$ cat src/rtl/adcr_consts.svh
/*
  Offsets, field positions, reset values and codes of the result and
  input-select block. Assumes an 8-bit byte address on the register bus.
*/
`ifndef ADCR_CONSTS_SVH
`define ADCR_CONSTS_SVH

// ----------------------------------------
// Register byte offsets
// ----------------------------------------
`define ADCR_OFF_SEL 8'h00
`define ADCR_OFF_RLO 8'h04
`define ADCR_OFF_RHI 8'h08
`define ADCR_OFF_STAT 8'h0C
`define ADCR_OFF_ISTAT 8'h10
`define ADCR_OFF_IMASK 8'h14
`define ADCR_OFF_CTRL 8'h18

// ----------------------------------------
// Fields and reset values
// ----------------------------------------
`define ADCR_SEL_RESET 8'h00
`define ADCR_SEL_WMASK 8'hEF
`define ADCR_SEL_LEFT 5
`define ADCR_SEL_REF_HI 7
`define ADCR_SEL_REF_LO 6
`define ADCR_SEL_CH_HI 3
`define ADCR_IRQ_BITS 2
`define ADCR_IRQ_DONE 0
`define ADCR_IRQ_DROP 1

// ----------------------------------------
// Reference and channel codes
// ----------------------------------------
`define ADCR_REF_PIN 2'h0
`define ADCR_REF_SUPPLY 2'h1
`define ADCR_REF_RSVD 2'h2
`define ADCR_REF_INT 2'h3
`define ADCR_CH_AMP0 4'hB
`define ADCR_CH_AMP1 4'hC

// ----------------------------------------
// Bus answers
// ----------------------------------------
`define ADCR_RESP_OKAY 2'h0
`define ADCR_RESP_SLVERR 2'h2

`endif

$ cat src/rtl/adcr_pkg.sv
/*
  Types of the result and input-select block: register index, bus states
  and the packed state records of the bus slave and the top module. Assumes adcr_consts.svh.
*/
package adcr_pkg;

   // ----------------------------------------
   // Register index and bus states
   // ----------------------------------------
   typedef enum logic [2:0] {
      REG_SEL, REG_RLO, REG_RHI, REG_STAT, REG_ISTAT, REG_IMASK, REG_CTRL, REG_NONE
   } adcr_reg_e;

   typedef enum logic [1:0] {
      ST_IDLE = 2'h0, ST_RD = 2'h1, ST_RRESP = 2'h3, ST_WRESP = 2'h2
   } adcr_axst_e;

   // ----------------------------------------
   // Module state records
   // ----------------------------------------
   typedef struct packed {
      adcr_axst_e st;
      logic aw_got;
      logic w_got;
      logic [7:0] waddr;
      logic [31:0] wdata;
      logic [3:0] wstrb;
      logic [7:0] raddr;
      logic awready;
      logic wready;
      logic arready;
      logic bvalid;
      logic [1:0] bresp;
      logic rvalid;
      logic [31:0] rdata;
      logic [1:0] rresp;
   } adcr_slv_s;

   typedef struct packed {
      logic [7:0] sel;
      logic [1:0] app_ref;
      logic [3:0] app_ch;
      logic [9:0] raw;
      logic raw_diff;
      logic done;
      logic lock;
      logic [1:0] istat;
      logic [1:0] imask;
      logic aen;
      logic irq;
      logic [2:0] ref_on;
      logic chan_diff;
      logic sign;
   } adcr_top_s;

endpackage : adcr_pkg

$ cat src/rtl/adcr_reg_if.sv
/*
  Register access strobes between the bus slave and the register file.
  Assumes both ends run on the same clock; answers are combinational.
*/
`timescale 1ns/100ps
interface adcr_reg_if;
   logic wr_en;
   logic [7:0] wr_addr;
   logic [31:0] wr_data;
   logic [3:0] wr_strb;
   logic wr_err;
   logic rd_en;
   logic [7:0] rd_addr;
   logic [31:0] rd_data;
   logic rd_err;

   // Bus side issues strobes, register side answers
   modport slv (output wr_en, wr_addr, wr_data, wr_strb, rd_en, rd_addr,
      input wr_err, rd_data, rd_err);
   modport regs (input wr_en, wr_addr, wr_data, wr_strb, rd_en, rd_addr,
      output wr_err, rd_data, rd_err);
endinterface : adcr_reg_if

$ cat src/rtl/adcr_top.sv
/*
  Result and input-select block of a 10-bit converter, AXI4-Lite registers.
  Assumes the converter front end runs on aclk and gives a busy level,
  a one-cycle done pulse and an offset-binary code for differential pairs.
*/
// The AXI4-Lite interface to the registers and the register offsets are this design's own decisions.
// Function
// Result readable once done flag raised
// Single-ended result is unsigned 10-bit code
// Differential result is two's complement
// Bit 9 is sign for differential results
// Select register layout, all bits reset zero
// Decode two-bit reference select
// Reference change waits for conversion end
// Internal reference powers on when needed
// Left-adjust bit left-justifies result
// Left-adjust change alters result bytes immediately
// Byte placement for left and right justification
// Low byte read locks updates until high
// Decode four-bit channel select
// Done flag only after result update
// Unused select bit reads zero, ignores writes
`timescale 1ns/100ps
module adcr_top (
   // Clock and reset
   input wire logic aclk,
   input wire logic aresetn,
   // AXI4-Lite write
   input wire logic s_axi_awvalid,
   output logic s_axi_awready,
   input wire logic [7:0] s_axi_awaddr,
   input wire logic s_axi_wvalid,
   output logic s_axi_wready,
   input wire logic [31:0] s_axi_wdata,
   input wire logic [3:0] s_axi_wstrb,
   output logic s_axi_bvalid,
   input wire logic s_axi_bready,
   output logic [1:0] s_axi_bresp,
   // AXI4-Lite read
   input wire logic s_axi_arvalid,
   output logic s_axi_arready,
   input wire logic [7:0] s_axi_araddr,
   output logic s_axi_rvalid,
   input wire logic s_axi_rready,
   output logic [31:0] s_axi_rdata,
   output logic [1:0] s_axi_rresp,
   // Converter front end
   input wire logic conv_busy,
   input wire logic conv_done,
   input wire logic [9:0] conv_code,
   // Analog steering and result sign
   output logic [1:0] ref_select,
   output logic [3:0] chan_select,
   output logic chan_diff,
   output logic ref_pin_on,
   output logic analog_supply_on,
   output logic internal_ref_on,
   output logic result_sign_bit,
   // Interrupt
   output logic irq
);
   import adcr_pkg::*;
   `include "adcr_consts.svh"

   adcr_reg_if rif ();
   adcr_top_s s_reg;
   adcr_top_s s_next;
   logic [7:0] res_lo;
   logic [7:0] res_hi;
   logic [7:0] wbyte;
   adcr_reg_e rd_idx;
   adcr_reg_e wr_idx;

   // ----------------------------------------
   // Decoding helpers
   // ----------------------------------------
   // Low two address bits are ignored; each register is one aligned word
   function automatic adcr_reg_e reg_decode(input logic [7:0] addr);
      case ({addr[7:2], 2'h0})
         `ADCR_OFF_SEL: reg_decode = REG_SEL;
         `ADCR_OFF_RLO: reg_decode = REG_RLO;
         `ADCR_OFF_RHI: reg_decode = REG_RHI;
         `ADCR_OFF_STAT: reg_decode = REG_STAT;
         `ADCR_OFF_ISTAT: reg_decode = REG_ISTAT;
         `ADCR_OFF_IMASK: reg_decode = REG_IMASK;
         `ADCR_OFF_CTRL: reg_decode = REG_CTRL;
         default: reg_decode = REG_NONE;
      endcase
   endfunction : reg_decode

   // Amplifier outputs are the differential channels; all others single
   function automatic logic chan_is_diff(input logic [3:0] ch);
      chan_is_diff = (ch == `ADCR_CH_AMP0) || (ch == `ADCR_CH_AMP1);
   endfunction : chan_is_diff

   // One-hot source enables {internal, supply, pin}; reserved drives none
   function automatic logic [2:0] ref_decode(input logic [1:0] rs, input logic aen);
      case (rs)
         `ADCR_REF_PIN: ref_decode = 3'h1;
         `ADCR_REF_SUPPLY: ref_decode = 3'h2;
         `ADCR_REF_INT: ref_decode = {aen, 2'h0};
         default: ref_decode = 3'h0;
      endcase
   endfunction : ref_decode

   // ----------------------------------------
   // Bus slave and formatter
   // ----------------------------------------
   adcr_axil_slave u_slave (
      .aclk(aclk),
      .aresetn(aresetn),
      .awvalid(s_axi_awvalid),
      .awready(s_axi_awready),
      .awaddr(s_axi_awaddr),
      .wvalid(s_axi_wvalid),
      .wready(s_axi_wready),
      .wdata(s_axi_wdata),
      .wstrb(s_axi_wstrb),
      .bvalid(s_axi_bvalid),
      .bready(s_axi_bready),
      .bresp(s_axi_bresp),
      .arvalid(s_axi_arvalid),
      .arready(s_axi_arready),
      .araddr(s_axi_araddr),
      .rvalid(s_axi_rvalid),
      .rready(s_axi_rready),
      .rdata(s_axi_rdata),
      .rresp(s_axi_rresp),
      .rif(rif.slv)
   );

   // Justification follows the live select bit, not the stored one
   adcr_result_fmt u_fmt (
      .raw(s_reg.raw),
      .diff(s_reg.raw_diff),
      .left(s_reg.sel[`ADCR_SEL_LEFT]),
      .code(),
      .res_lo(res_lo),
      .res_hi(res_hi)
   );

   // ----------------------------------------
   // Register read and decode answers
   // ----------------------------------------
   always_comb begin
      rd_idx = reg_decode(rif.rd_addr);
      wr_idx = reg_decode(rif.wr_addr);
      rif.rd_err = (rd_idx == REG_NONE);
      rif.wr_err = (wr_idx == REG_NONE);
      case (rd_idx)
         REG_SEL: rif.rd_data = {24'h000000, s_reg.sel};
         REG_RLO: rif.rd_data = {24'h000000, res_lo};
         REG_RHI: rif.rd_data = {24'h000000, res_hi};
         REG_STAT: rif.rd_data = {29'h00000000, conv_busy, s_reg.lock, s_reg.done};
         REG_ISTAT: rif.rd_data = {30'h00000000, s_reg.istat};
         REG_IMASK: rif.rd_data = {30'h00000000, s_reg.imask};
         REG_CTRL: rif.rd_data = {31'h00000000, s_reg.aen};
         default: rif.rd_data = 32'h00000000;
      endcase
   end

   // ----------------------------------------
   // Next state
   // ----------------------------------------
   always_comb begin
      s_next = s_reg;
      wbyte = rif.wr_data[7:0];
      // Software writes; only byte lane 0 carries the 8-bit registers
      if (rif.wr_en && rif.wr_strb[0]) begin
         case (wr_idx)
            REG_SEL: s_next.sel = wbyte & `ADCR_SEL_WMASK;
            REG_STAT: begin
               if (wbyte[0]) begin
                  s_next.done = 1'b0;
               end
            end
            REG_IMASK: s_next.imask = wbyte[1:0];
            REG_CTRL: s_next.aen = wbyte[0];
            default: begin
               s_next.aen = s_reg.aen;
            end
         endcase
      end
      // Read side effects: the lock pair and clear-on-read status
      if (rif.rd_en) begin
         case (rd_idx)
            REG_RLO: s_next.lock = 1'b1;
            REG_RHI: s_next.lock = 1'b0;
            REG_ISTAT: s_next.istat = 2'h0;
            default: begin
               s_next.lock = s_reg.lock;
            end
         endcase
      end
      // Conversion end; placed after clears so a new event wins
      if (conv_done) begin
         if (!s_reg.lock) begin
            s_next.raw = conv_code;
            s_next.raw_diff = chan_is_diff(s_reg.app_ch);
            s_next.done = 1'b1;
            s_next.istat[`ADCR_IRQ_DONE] = 1'b1;
         end else begin
            // Result dropped while a split read is open
            s_next.istat[`ADCR_IRQ_DROP] = 1'b1;
         end
      end
      // Applied selection follows the register only outside a conversion
      if (!conv_busy || conv_done) begin
         s_next.app_ref = s_next.sel[`ADCR_SEL_REF_HI:`ADCR_SEL_REF_LO];
         s_next.app_ch = s_next.sel[`ADCR_SEL_CH_HI:0];
      end
      // Registered outputs
      s_next.ref_on = ref_decode(s_next.app_ref, s_next.aen);
      s_next.chan_diff = chan_is_diff(s_next.app_ch);
      s_next.sign = s_next.raw_diff ? ~s_next.raw[9] : s_next.raw[9];
      s_next.irq = |(s_next.istat & s_next.imask);
   end

   // ----------------------------------------
   // State register
   // ----------------------------------------
   always_ff @(posedge aclk) begin
      if (!aresetn) begin
         s_reg <= '0;
      end else begin
         s_reg <= s_next;
      end
   end

   // ----------------------------------------
   // Outputs
   // ----------------------------------------
   assign ref_select = s_reg.app_ref;
   assign chan_select = s_reg.app_ch;
   assign chan_diff = s_reg.chan_diff;
   assign ref_pin_on = s_reg.ref_on[0];
   assign analog_supply_on = s_reg.ref_on[1];
   assign internal_ref_on = s_reg.ref_on[2];
   assign result_sign_bit = s_reg.sign;
   assign irq = s_reg.irq;
endmodule : adcr_top

$ cat src/rtl/adcr_result_fmt.sv
/*
  Result formatter: number format and justification of the stored code.
  Assumes the raw code is offset binary for differential conversions.
*/
`timescale 1ns/100ps
module adcr_result_fmt (
   // Stored conversion
   input wire logic [9:0] raw,
   input wire logic diff,
   input wire logic left,
   // Formatted bytes
   output logic [9:0] code,
   output logic [7:0] res_lo,
   output logic [7:0] res_hi
);
   // ----------------------------------------
   // Format and justify
   // ----------------------------------------
   // Flipping the top bit turns offset binary into two's complement
   always_comb begin
      code = diff ? {~raw[9], raw[8:0]} : raw;
      if (left) begin
         res_hi = code[9:2];
         res_lo = {code[1:0], 6'h00};
      end else begin
         res_hi = {6'h00, code[9:8]};
         res_lo = code[7:0];
      end
   end
endmodule : adcr_result_fmt

$ cat src/rtl/adcr_axil_slave.sv
/*
  AXI4-Lite slave: one write and one read in flight; a write held whole before the read address goes first.
  Assumes the register side answers strobes within the same cycle.
*/
`timescale 1ns/100ps
module adcr_axil_slave (
   // Clock and reset
   input wire logic aclk,
   input wire logic aresetn,
   // Write address and data
   input wire logic awvalid,
   output logic awready,
   input wire logic [7:0] awaddr,
   input wire logic wvalid,
   output logic wready,
   input wire logic [31:0] wdata,
   input wire logic [3:0] wstrb,
   // Write response
   output logic bvalid,
   input wire logic bready,
   output logic [1:0] bresp,
   // Read address and data
   input wire logic arvalid,
   output logic arready,
   input wire logic [7:0] araddr,
   output logic rvalid,
   input wire logic rready,
   output logic [31:0] rdata,
   output logic [1:0] rresp,
   // Register strobes
   adcr_reg_if.slv rif
);
   import adcr_pkg::*;
   `include "adcr_consts.svh"

   adcr_slv_s s_reg;
   adcr_slv_s s_next;

   // ----------------------------------------
   // Next state
   // ----------------------------------------
   always_comb begin
      s_next = s_reg;
      case (s_reg.st)
         ST_IDLE: begin
            if (awvalid && s_reg.awready) begin
               s_next.aw_got = 1'b1;
               s_next.waddr = awaddr;
            end
            if (wvalid && s_reg.wready) begin
               s_next.w_got = 1'b1;
               s_next.wdata = wdata;
               s_next.wstrb = wstrb;
            end
            // arready is low here whenever a full write waits
            if (s_reg.aw_got && s_reg.w_got) begin
               s_next.aw_got = 1'b0;
               s_next.w_got = 1'b0;
               s_next.bvalid = 1'b1;
               s_next.bresp = rif.wr_err ? `ADCR_RESP_SLVERR : `ADCR_RESP_OKAY;
               s_next.st = ST_WRESP;
            end else if (arvalid && s_reg.arready) begin
               s_next.raddr = araddr;
               s_next.st = ST_RD;
            end
         end
         ST_RD: begin
            s_next.rvalid = 1'b1;
            s_next.rdata = rif.rd_data;
            s_next.rresp = rif.rd_err ? `ADCR_RESP_SLVERR : `ADCR_RESP_OKAY;
            s_next.st = ST_RRESP;
         end
         ST_RRESP: begin
            if (rready) begin
               s_next.rvalid = 1'b0;
               s_next.st = ST_IDLE;
            end
         end
         ST_WRESP: begin
            if (bready) begin
               s_next.bvalid = 1'b0;
               s_next.st = ST_IDLE;
            end
         end
         default: begin
            s_next = '0;
         end
      endcase
      // Readies derive from the next state so they drop right after a take
      s_next.awready = (s_next.st == ST_IDLE) && !s_next.aw_got;
      s_next.wready = (s_next.st == ST_IDLE) && !s_next.w_got;
      s_next.arready = (s_next.st == ST_IDLE) && !(s_next.aw_got && s_next.w_got);
   end

   // ----------------------------------------
   // State register
   // ----------------------------------------
   always_ff @(posedge aclk) begin
      if (!aresetn) begin
         s_reg <= '0;
      end else begin
         s_reg <= s_next;
      end
   end

   // ----------------------------------------
   // Outputs
   // ----------------------------------------
   assign awready = s_reg.awready;
   assign wready = s_reg.wready;
   assign arready = s_reg.arready;
   assign bvalid = s_reg.bvalid;
   assign bresp = s_reg.bresp;
   assign rvalid = s_reg.rvalid;
   assign rdata = s_reg.rdata;
   assign rresp = s_reg.rresp;
   assign rif.wr_en = (s_reg.st == ST_IDLE) && s_reg.aw_got && s_reg.w_got;
   assign rif.wr_addr = s_reg.waddr;
   assign rif.wr_data = s_reg.wdata;
   assign rif.wr_strb = s_reg.wstrb;
   assign rif.rd_en = (s_reg.st == ST_RD);
   assign rif.rd_addr = s_reg.raddr;
endmodule : adcr_axil_slave

$ cat config.mk
export PLATFORM = sky130hd
export DESIGN_NAME = adcr_top
export DESIGN_NICKNAME = d
export VERILOG_FILES = /design/src/rtl/adcr_pkg.sv /design/src/rtl/adcr_reg_if.sv /design/src/rtl/adcr_top.sv /design/src/rtl/adcr_result_fmt.sv /design/src/rtl/adcr_axil_slave.sv
export VERILOG_INCLUDE_DIRS = /design/src /design/src/rtl
export SDC_FILE = /design/constraint.sdc
export NUM_CORES = 1
export LEC_CHECK = 0
export ABC_CLOCK_PERIOD_IN_PS = 1900
export BUFFER_PORTS_ARGS = -buffer_cell sky130_fd_sc_hd__buf_2
export CAP_MARGIN = 10
export CORE_MARGIN = 3
export CORE_UTILIZATION = 50
export CTS_CLUSTER_DIAMETER = 30
export DETAILED_ROUTE_END_ITERATION = 8
export PLACE_DENSITY = 0.91
export SYNTH_ARGS = -nofsm -noshare
export SYNTH_HDL_FRONTEND = slang
export SYNTH_SLANG_ARGS = --single-unit
$ cat constraint.sdc
create_clock -name aclk -period 1.9 [get_ports aclk]
set_input_delay 0.38 -clock aclk [delete_from_list [all_inputs] [get_ports aclk]]
set_output_delay 0.38 -clock aclk [all_outputs]
set_load 0.02 [all_outputs]
---- Word level (Yosys, flattened, before mapping) ----
Cells that the tools add are included.
word-level totals
  flip-flop bits (word level) ............. 134
  latch bits .............................. 0
  memory bits (writable) .................. 0
  ROM bits ................................ 0
  input bits .............................. 71
  output and inout port bits .............. 53
  word-level logic and storage cells ...... 154
  memories kept ........................... 0
operators by class
  add/sub/neg operators ................... 0
  multiply operators ...................... 0
  divide/modulo/power cells ............... 0
  magnitude comparators ................... 0
  equality and inequality tests ........... 35
  shift operators ......................... 0
  muxes and demuxes ....................... 45
  bitwise operators ....................... 5
  reductions and logical operators ........ 38
operators with widths
  kind                  count
  $mux W8               7
  $pmux W8 S7           1
  $mux W54              1
  $pmux W3 S7           2
  $eq A6 B3 Y1 const B  6
  $mux W36              1
  $eq A6 B2 Y1 const B  4
  $mux W12              2
  $mux W2               11
  $eq A3 B3 Y1 const B  7
  $eq A4 B4 Y1 const B  4
  $reduce_and A2 Y1     7
  $eq A6 B1 Y1 const B  2
  $logic_not A6 Y1      2
  $logic_and A1 B1 Y1   11
  $mux W1               11
  $mux W10              1
  $eq A3 B2 Y1 const B  3
  $pmux W3 S3           1
  $pmux W2 S4           1
  $eq A2 B2 Y1 const B  3
  $logic_not A2 Y1      3
  $logic_not A3 Y1      2
  $mux W3               2
  other kinds (13)      28

---- Depth between registers and ports, before layout ----
Gate-level depths: netlist (run 1).
  depth after elaboration ................. 9
  gate-level depth with buffers ........... 7
  depth with buffers taken out ............ 5

---- Cells and area by module ----
A second synthesis (run 1) with hierarchy kept.
second synthesis, totals
  cell total of the unflattened synthesis .. 752
  area total of the unflattened synthesis .. 6367.4 um^2
modules (own cells, without submodules)
  module           instances  cells an instance  area each (um^2)  sequential area each (um^2)
  adcr_axil_slave  1          506                4317.9            1901.8
  adcr_top         1          218                1835.5            740.7
  adcr_result_fmt  1          28                 214.0             0.0

---- Worst setup path before layout (run 1) ----
Ideal clock, no wire load.
  kind .................................... register to register
  start point ............................. register u_slave.s_reg[95] in the netlist's numbering
  end point ............................... register s_reg (netlist bit chan_diff)
  setup time .............................. 0.070 ns
  arrival ................................. 1.658 ns
  data required time ...................... 1.830 ns
  path slack .............................. 0.172 ns
  stages on the path, launching flop included .. 7
  buffers on the path ..................... 1
  cells stage by stage .................... dfxtp_1 > buf_2 > nand4bb_4 > o41ai_2 > a31oi_1 > or3b_1 > a21boi_1
between the ends
  word-level cells in the longest chain between the ends .. 8
  elaborated cells between the ends (all ways) .. 9
RTL lines
  item                                   line                    text
  start, declared                        adcr_axil_slave.sv:36   adcr_slv_s s_reg;
  start signal, assigned                 adcr_axil_slave.sv:102  s_reg <= s_next;
  $logic_not A2 Y1 (*)                   adcr_axil_slave.sv:117  assign rif.wr_en = (s_reg.st == ST_IDLE) && s_reg.aw_got && s_reg.w_got;
  $logic_and A1 B1 Y1 (*) (2 in series)  adcr_axil_slave.sv:117
  $logic_and A1 B1 Y1 (*)                adcr_top.sv:169         if (rif.wr_en && rif.wr_strb[0]) begin
  $mux W8 (*)                            adcr_top.sv:169
  $mux W6 (*)                            adcr_top.sv:208         if (!conv_busy || conv_done) begin
  $eq A4 B4 Y1 (no line)                 n/a
  $logic_or A1 B1 Y1 (*)                 adcr_top.sv:93          chan_is_diff = (ch == `ADCR_CH_AMP0) || (ch == `ADCR_CH_AMP1);
  end signal, assigned                   adcr_top.sv:226         s_reg <= s_next;
  end, declared                          adcr_top.sv:66          adcr_top_s s_reg;
Every way passes the cells marked *; elsewhere a longest branch is shown, timed or not.
A chain may end at the register's enable or synchronous reset.

---- Worst setup path after layout (run 1) ----
  start point ............................. register u_slave.s_reg (netlist bit u_slave.rif.wr_addr[3])
  end point ............................... register s_reg (netlist bit chan_diff)
between the ends
  word-level cells in the longest chain between the ends .. 8
  elaborated cells between the ends (all ways) .. 15
RTL lines
  item                                  line             text
  $eq A6 B3 Y1 (tied with other cells)  adcr_top.sv:79   case ({addr[7:2], 2'h0})
  $pmux W3 S7 (*)                       adcr_top.sv:79
  $logic_not A3 Y1 (*)                  adcr_top.sv:170  case (wr_idx)
  $mux W8 (*)                           adcr_top.sv:170
  $mux W8 (*)                           adcr_top.sv:169
  $mux W6 (*)                           adcr_top.sv:208
  $eq A4 B4 Y1 (no line)                n/a
  $logic_or A1 B1 Y1 (*)                adcr_top.sv:93
Marked as above.

==> results.yml, run 1 <==
clock_tree:
  htree_levels: 3
  path_clk_slew_ps: 90
  clkLatencyLatePin_ps: 360
  cts.path.max_buffers: 2
  cts_tree: "yes"
  clkSinkCount: 76
  cts_root_buffer: "clkbuf_8"
  cts_inserted_buffers: 9
  cts_hold_buffers: 0
floorplan:
  std_cell_rows: 29
  fp.dieW_um: 89.6
  io_pins: 124
  die-area_um2: 8030
  core_area_um2: 6570
  initial_core_util: 0.532
  die_h_um: 89.6
finish:
  area_delta_synth_final_pct: 15.3
  drive_above_1_share: 0.243
  largest_register_ffs: 25
  postLayoutCellArea_um2: 4030
  final_util: 0.614
  n_antenna_cell: 0
  nets: 540
pwr:
  p_leak_nw: 1.80
  internal_power_mw: 2.43
  swShare: 0.309
  p_sw_mw: 1.09
  power.total_mw: 3.52
  p_seq_frac: 0.500
  peakVddDrop_mv: 0.527
  power_frac_clock: 0.336
  p_per_area_nw_per_um2: 874
  pwr-share-comb: 0.163
placement:
  dp_hpwl_mm: 6.21
  dpl_cell_area_um2: 3800
  gp_congestion: 0.949
  port_buffers: 65
synthesis:
  ys.flop_type: "dfxtp_1"
  avgSynthCellArea_um2: 8.55
  yosysTopAreaCell: "dfxtp_1"
  synth_edf_count: 0
  ys_ff_latch: 76
  yosys.area.top_type_share: 0.435
  synth_seq_area_share: 0.435
  syn-cell-area_um2: 3500
  synthCells: 409
  ys_async_sr_fraction: 0
  ys_warn_count: 0
  synth_area_leaders: "dfxtp_1 (44%), buf_4 (9.0%), mux2i_1 (6.6%)"
  yosysUniqueCellTypes: 52
setup_path:
  end_kind: "flop"
  arrival_ps: 2120
  path_max_fanout: 3
  required_ps: 2190
  worst_setup_path_start_kind: "flop"
  path_class: "reg -> reg"
global_route:
  met1_usage: 0.275
  grt_max_degree: 26
  antenna_found_initial: 0
  grt_pass1_wl_mm: 13.2
  use_met3: 0.0438
  busiest_layer: "met2"
  grt.total_usage: 0.214
  grt-ovfl-total: 0
  grt_pass1_vias: 2802
  grtUsageMet2: 0.348
timing:
  fin_skew_ps: 7.86
  hold_ws_ps: 253
  finalSetupViolations: 0
  fmax_mhz: 546
  hold_viol: 0
  slew_violations: 0
  rsz0062_at_grt: "true"
  fin_crit_sh: 0.964
  max_slew_margin: 0.631
  worst_pin_slew_ps: 553
  fin_crit_ps: 1830
  fin_setup_tns_ps: 0
drt:
  num_vias: 3048
  wirelength_mm: 8.29
  dr.first_iter.drc_count: 249
  dr.pass1.iters: 5
  via_per_inst: 5.38
  drc: 0
  wl_per_cell_um: 14.6
  ant_nets: 0
run:
  maxCapViolCount: 0
hold_path:
  hold_path_class: "in -> reg"
outcome:
  status: "finished, final reports clean"
## routing by layer
metal,wire length [um],vias up
li1,-,1466
met1,3500,1429
met2,4030,134
met3,586,19
met4,176,0
met5,0,-
## power groups by stage
stage          combinational, mW  sequential (mW)  clock [mW]
3_3_place_gp               0.536             1.79           0
2_1_floorplan              0.417             1.79           0
6_report                   0.576             1.76        1.18
4_1_cts                    0.563             1.76        1.21
3_5_place_dp               0.555             1.80           0
5_1_grt                    0.632             1.78        1.28
## synth_stat cells (all sizes together), types with 2 or more instances
cell type,count
dfxtp,76
nand2,51
nor2,47
buf,46
a21oi,35
mux2i,23
clkbuf,17
and3,10
o21ai,10
a31oi,7
and2,7
nand3,7
a22oi,6
nand4,6
nor2b,6
nor3,6
inv,5
nand2b,4
nor3b,3
nor4b,3
o41ai,3
a211oi,2
a21boi,2
a21o,2
mux2,2
nand3b,2
o22ai,2
o311a,2
or3,2
## placed cells by master (no fill, tap or decap), types with 6 or more instances in the layout
cell,n
dfxtp_1,75
nor3_1,6
and3_1,10
nand3_1,7
buf_2,65
a22oi_1,6
nor2_1,47
a21oi_1,35
and2_1,6
conb_1,26
buf_4,22
o21ai_0,10
nand4_1,6
mux2i_1,23
nor2b_1,6
nand2_1,51
clkbuf_8,10
## cell type report
type,count,area (um^2)
sequential,76,1520
clock inverter,6,53.8
inverter,6,22.5
multi-input combinational,289,1690
clock buffer,10,138
tap,93,116
fill,551,2540
timing repair buffer,87,490
## logic make-up after synthesis
family,synth area share
other,0.00107
AOI/OAI and AO/OA,0.139
DFF,0.435
and+or+nand+nor,0.227
muxes,0.0723
buffers and inverters,0.120
xor gates and xnor gates,0.00501
## worst paths after layout
kind / from / to / slack (ps) / cells past startpoint
worst max-delay path: u_slave.rif.wr_addr[3] / chan_diff / 70 / 5
worst min-delay path: s_axi_wdata[1] / u_slave.rif.wr_data[1] / 250 / 3
worst max register to register: u_slave.rif.wr_addr[3] / chan_diff / 70 / 5
worst min register to register: u_slave.rdata[7] / u_slave.rdata[7] / 460 / 2
## stage by stage
step,setup WS (ps),std cells
final,67.6,567
after global routing,-32.4,567
after CTS,27.5,567
after detailed placement,15.4,551
after global placement,103,551
after floorplan,172,434
## what timing repair did
action,in CTS,in global routing
gates resized for setup,1,5
pin swaps,0,4
setup endpoints to repair,1,1
buffers inserted,0,0
## worst max-delay path, stage by stage (launching register included)
cell and delay (ps):
dfxtp_2 340, or3_4 420, o41ai_4 340, a31oi_2 150
or3b_1 390, a21boi_1 130
Power figures use the tool's default switching activity.
==> run 2: changes to the inputs <==
ABC_CLOCK_PERIOD_IN_PS = 2000   (was 1900)
CORE_UTILIZATION = 56   (was 50)
PLACE_DENSITY = 0.92   (was 0.91)
SYNTH_HIERARCHICAL = 1   (was not set)
clock period = 2 ns   (was 1.9 ns; I/O delays follow)
==> results.yml, run 2 <==
pwr:
  power_frac_clock: 0.311
  p_sw_mw: 1.48
  p_seq_frac: 0.476
  p_leak_nw: 2.29
  peakVddDrop_mv: 0.567
  internal_power_mw: 3.33
  swShare: 0.308
  p_per_area_nw_per_um2: 883
  pwr-share-comb: 0.213
floorplan:
  initial_core_util: 0.587
  fp.dieW_um: 99.5
  std_cell_rows: 33
  die_h_um: 99.5
  die-area_um2: 9910
  io_pins: 124
  core_area_um2: 8340
finish:
  largest_register_ffs: 32
  drive_above_1_share: 0.268
  mostFrequentLayoutCell: "nand2_1"
  nets: 703
  area_delta_synth_final_pct: 11.4
  final_cell_mix: "nand2_1 (129), dfxtp_1 (97), buf_2 (89)"
  n_antenna_cell: 0
setup_path:
  cp_slowest_stage_delay_ps: 350
  end_kind: "flop"
  path_class: "reg -> reg"
  critical_path.top_delay_family: "simple AND/OR/NAND/NOR gates"
  path_buf_inv: 1
  cp.depth: 7
  cp_cell_sequence: "nor4bb_4 > nor4bb_2 > buf_4 > nand4_1 > and3_4 > or3_1 > a21boi_1"
  slowest_stage: "dfxtp_2"
  arrival_ps: 2360
  required_ps: 2290
  path_max_fanout: 6
  worst_setup_path_start_kind: "flop"
  r2r_cells: 7
outcome:
  violations: "setup timing"
  status: "finished with violations"
timing:
  finalSetupViolations: 3
  worst_pin_slew_ps: 605
  rsz0062_at_grt: "true"
  slew_violations: 0
  fin_crit_ps: 2070
  fmax_mhz: 483
  fin_crit_sh: 1.03
  hold_ws_ps: 273
  fin_skew_ps: 10.8
  setup_ws_ps: -68.3
  hold_viol: 0
  fin_setup_tns_ps: -110
  max_slew_margin: 0.594
clock_tree:
  cts_hold_buffers: 0
  cts_inserted_buffers: 9
  clkLatencyLatePin_ps: 350
  clkSinkCount: 100
  cts.path.max_buffers: 2
  path_clk_slew_ps: 100
  htree_levels: 3
  cts_tree: "yes"
  cts_root_buffer: "clkbuf_8"
hold_path:
  hold_path_class: "in -> reg"
  min_path_cells: 3
drt:
  dr_wl_met2_mm: 5.70
  wirelength_mm: 11.3
  drc: 0
  dr.first_iter.drc_count: 247
  num_vias: 3977
  ant_nets: 0
  dr.max_layer_used: "met4"
  wl_met1_mm: 4.66
  dr.pass1.iters: 5
  via_per_inst: 5.36
  wl_met3_um: 605
  wl_per_cell_um: 15.2
global_route:
  grt_pass1_vias: 3716
  antenna_found_initial: 0
  grt_pass1_wl_mm: 17.3
  grt.total_usage: 0.216
  grt-ovfl-total: 0
  grt_max_degree: 46
synthesis:
  ys_warn_count: 6
  syn-cell-area_um2: 4900
  avgSynthCellArea_um2: 8.48
  synthCells: 578
run:
  maxCapViolCount: 0
placement:
  port_buffers: 89
  gp_congestion: 0.869
  dp_hpwl_mm: 7.40
-- run 2: worst paths after layout --
kind | slack, ps | to | start
max reg2reg | -70 | chan_diff | u_slave/s_reg[95]
max | -70 | chan_diff | u_slave/s_reg[95]
min reg2reg | 470 | u_slave/rdata[12] | u_slave/rdata[12]
min | 270 | u_slave/rif.wr_data[3] | s_axi_wdata[3]
-- run 2: routing by layer --
metal | GRT usage | vias up
met5 | 0 | -
met4 | 0.0798 | 0
met3 | 0.0407 | 28
met2 | 0.380 | 157
met1 | 0.263 | 1844
li1 | - | 1948
-- run 2: cell type report --
class | count | area (um^2)
clock buffers | 11 | 151
clock inverters | 5 | 88.8
fillers | 657 | 2880
inverters | 7 | 27.5
multi-input cells | 393 | 2370
flip-flops and latches | 100 | 2010
well taps | 105 | 131
repair buffers | 121 | 686
-- run 2: stage by stage --
step	util	cells	power [mW]	cell area [um^2]	setup WS, ps
after floorplan	-	602	3.18	5000	-26.0
after global placement	0.607	716	3.26	5060	13.7
after detailed placement	0.607	716	3.30	5060	-89.7
after CTS	0.644	739	4.80	5370	-10.8
after global routing	0.654	742	5.04	5460	-167
final	0.654	742	4.82	5460	-68.3
-- run 2: worst reg2reg max path, delay by kind of cell, from the launching register on --
family	cells	cell delay [ps]
buf+inv	1	210
compound gates	1	130
flops	1	350
simple gates	5	1330
-- run 2: what timing repair did --
action,4_1_cts,5_1_grt
pin swaps,5,7
buffers inserted,7,3
gates resized for setup,5,12
endpoints found under the setup margin,5,10
-- run 2: power groups by stage --
stage	logic, mW	clock network, mW	registers [mW]
finish	1.02	1.50	2.29
global route	1.12	1.60	2.31
CTS	0.997	1.53	2.28
detailed placement	0.981	0	2.32
global placement	0.952	0	2.31
floorplan	0.867	0	2.31
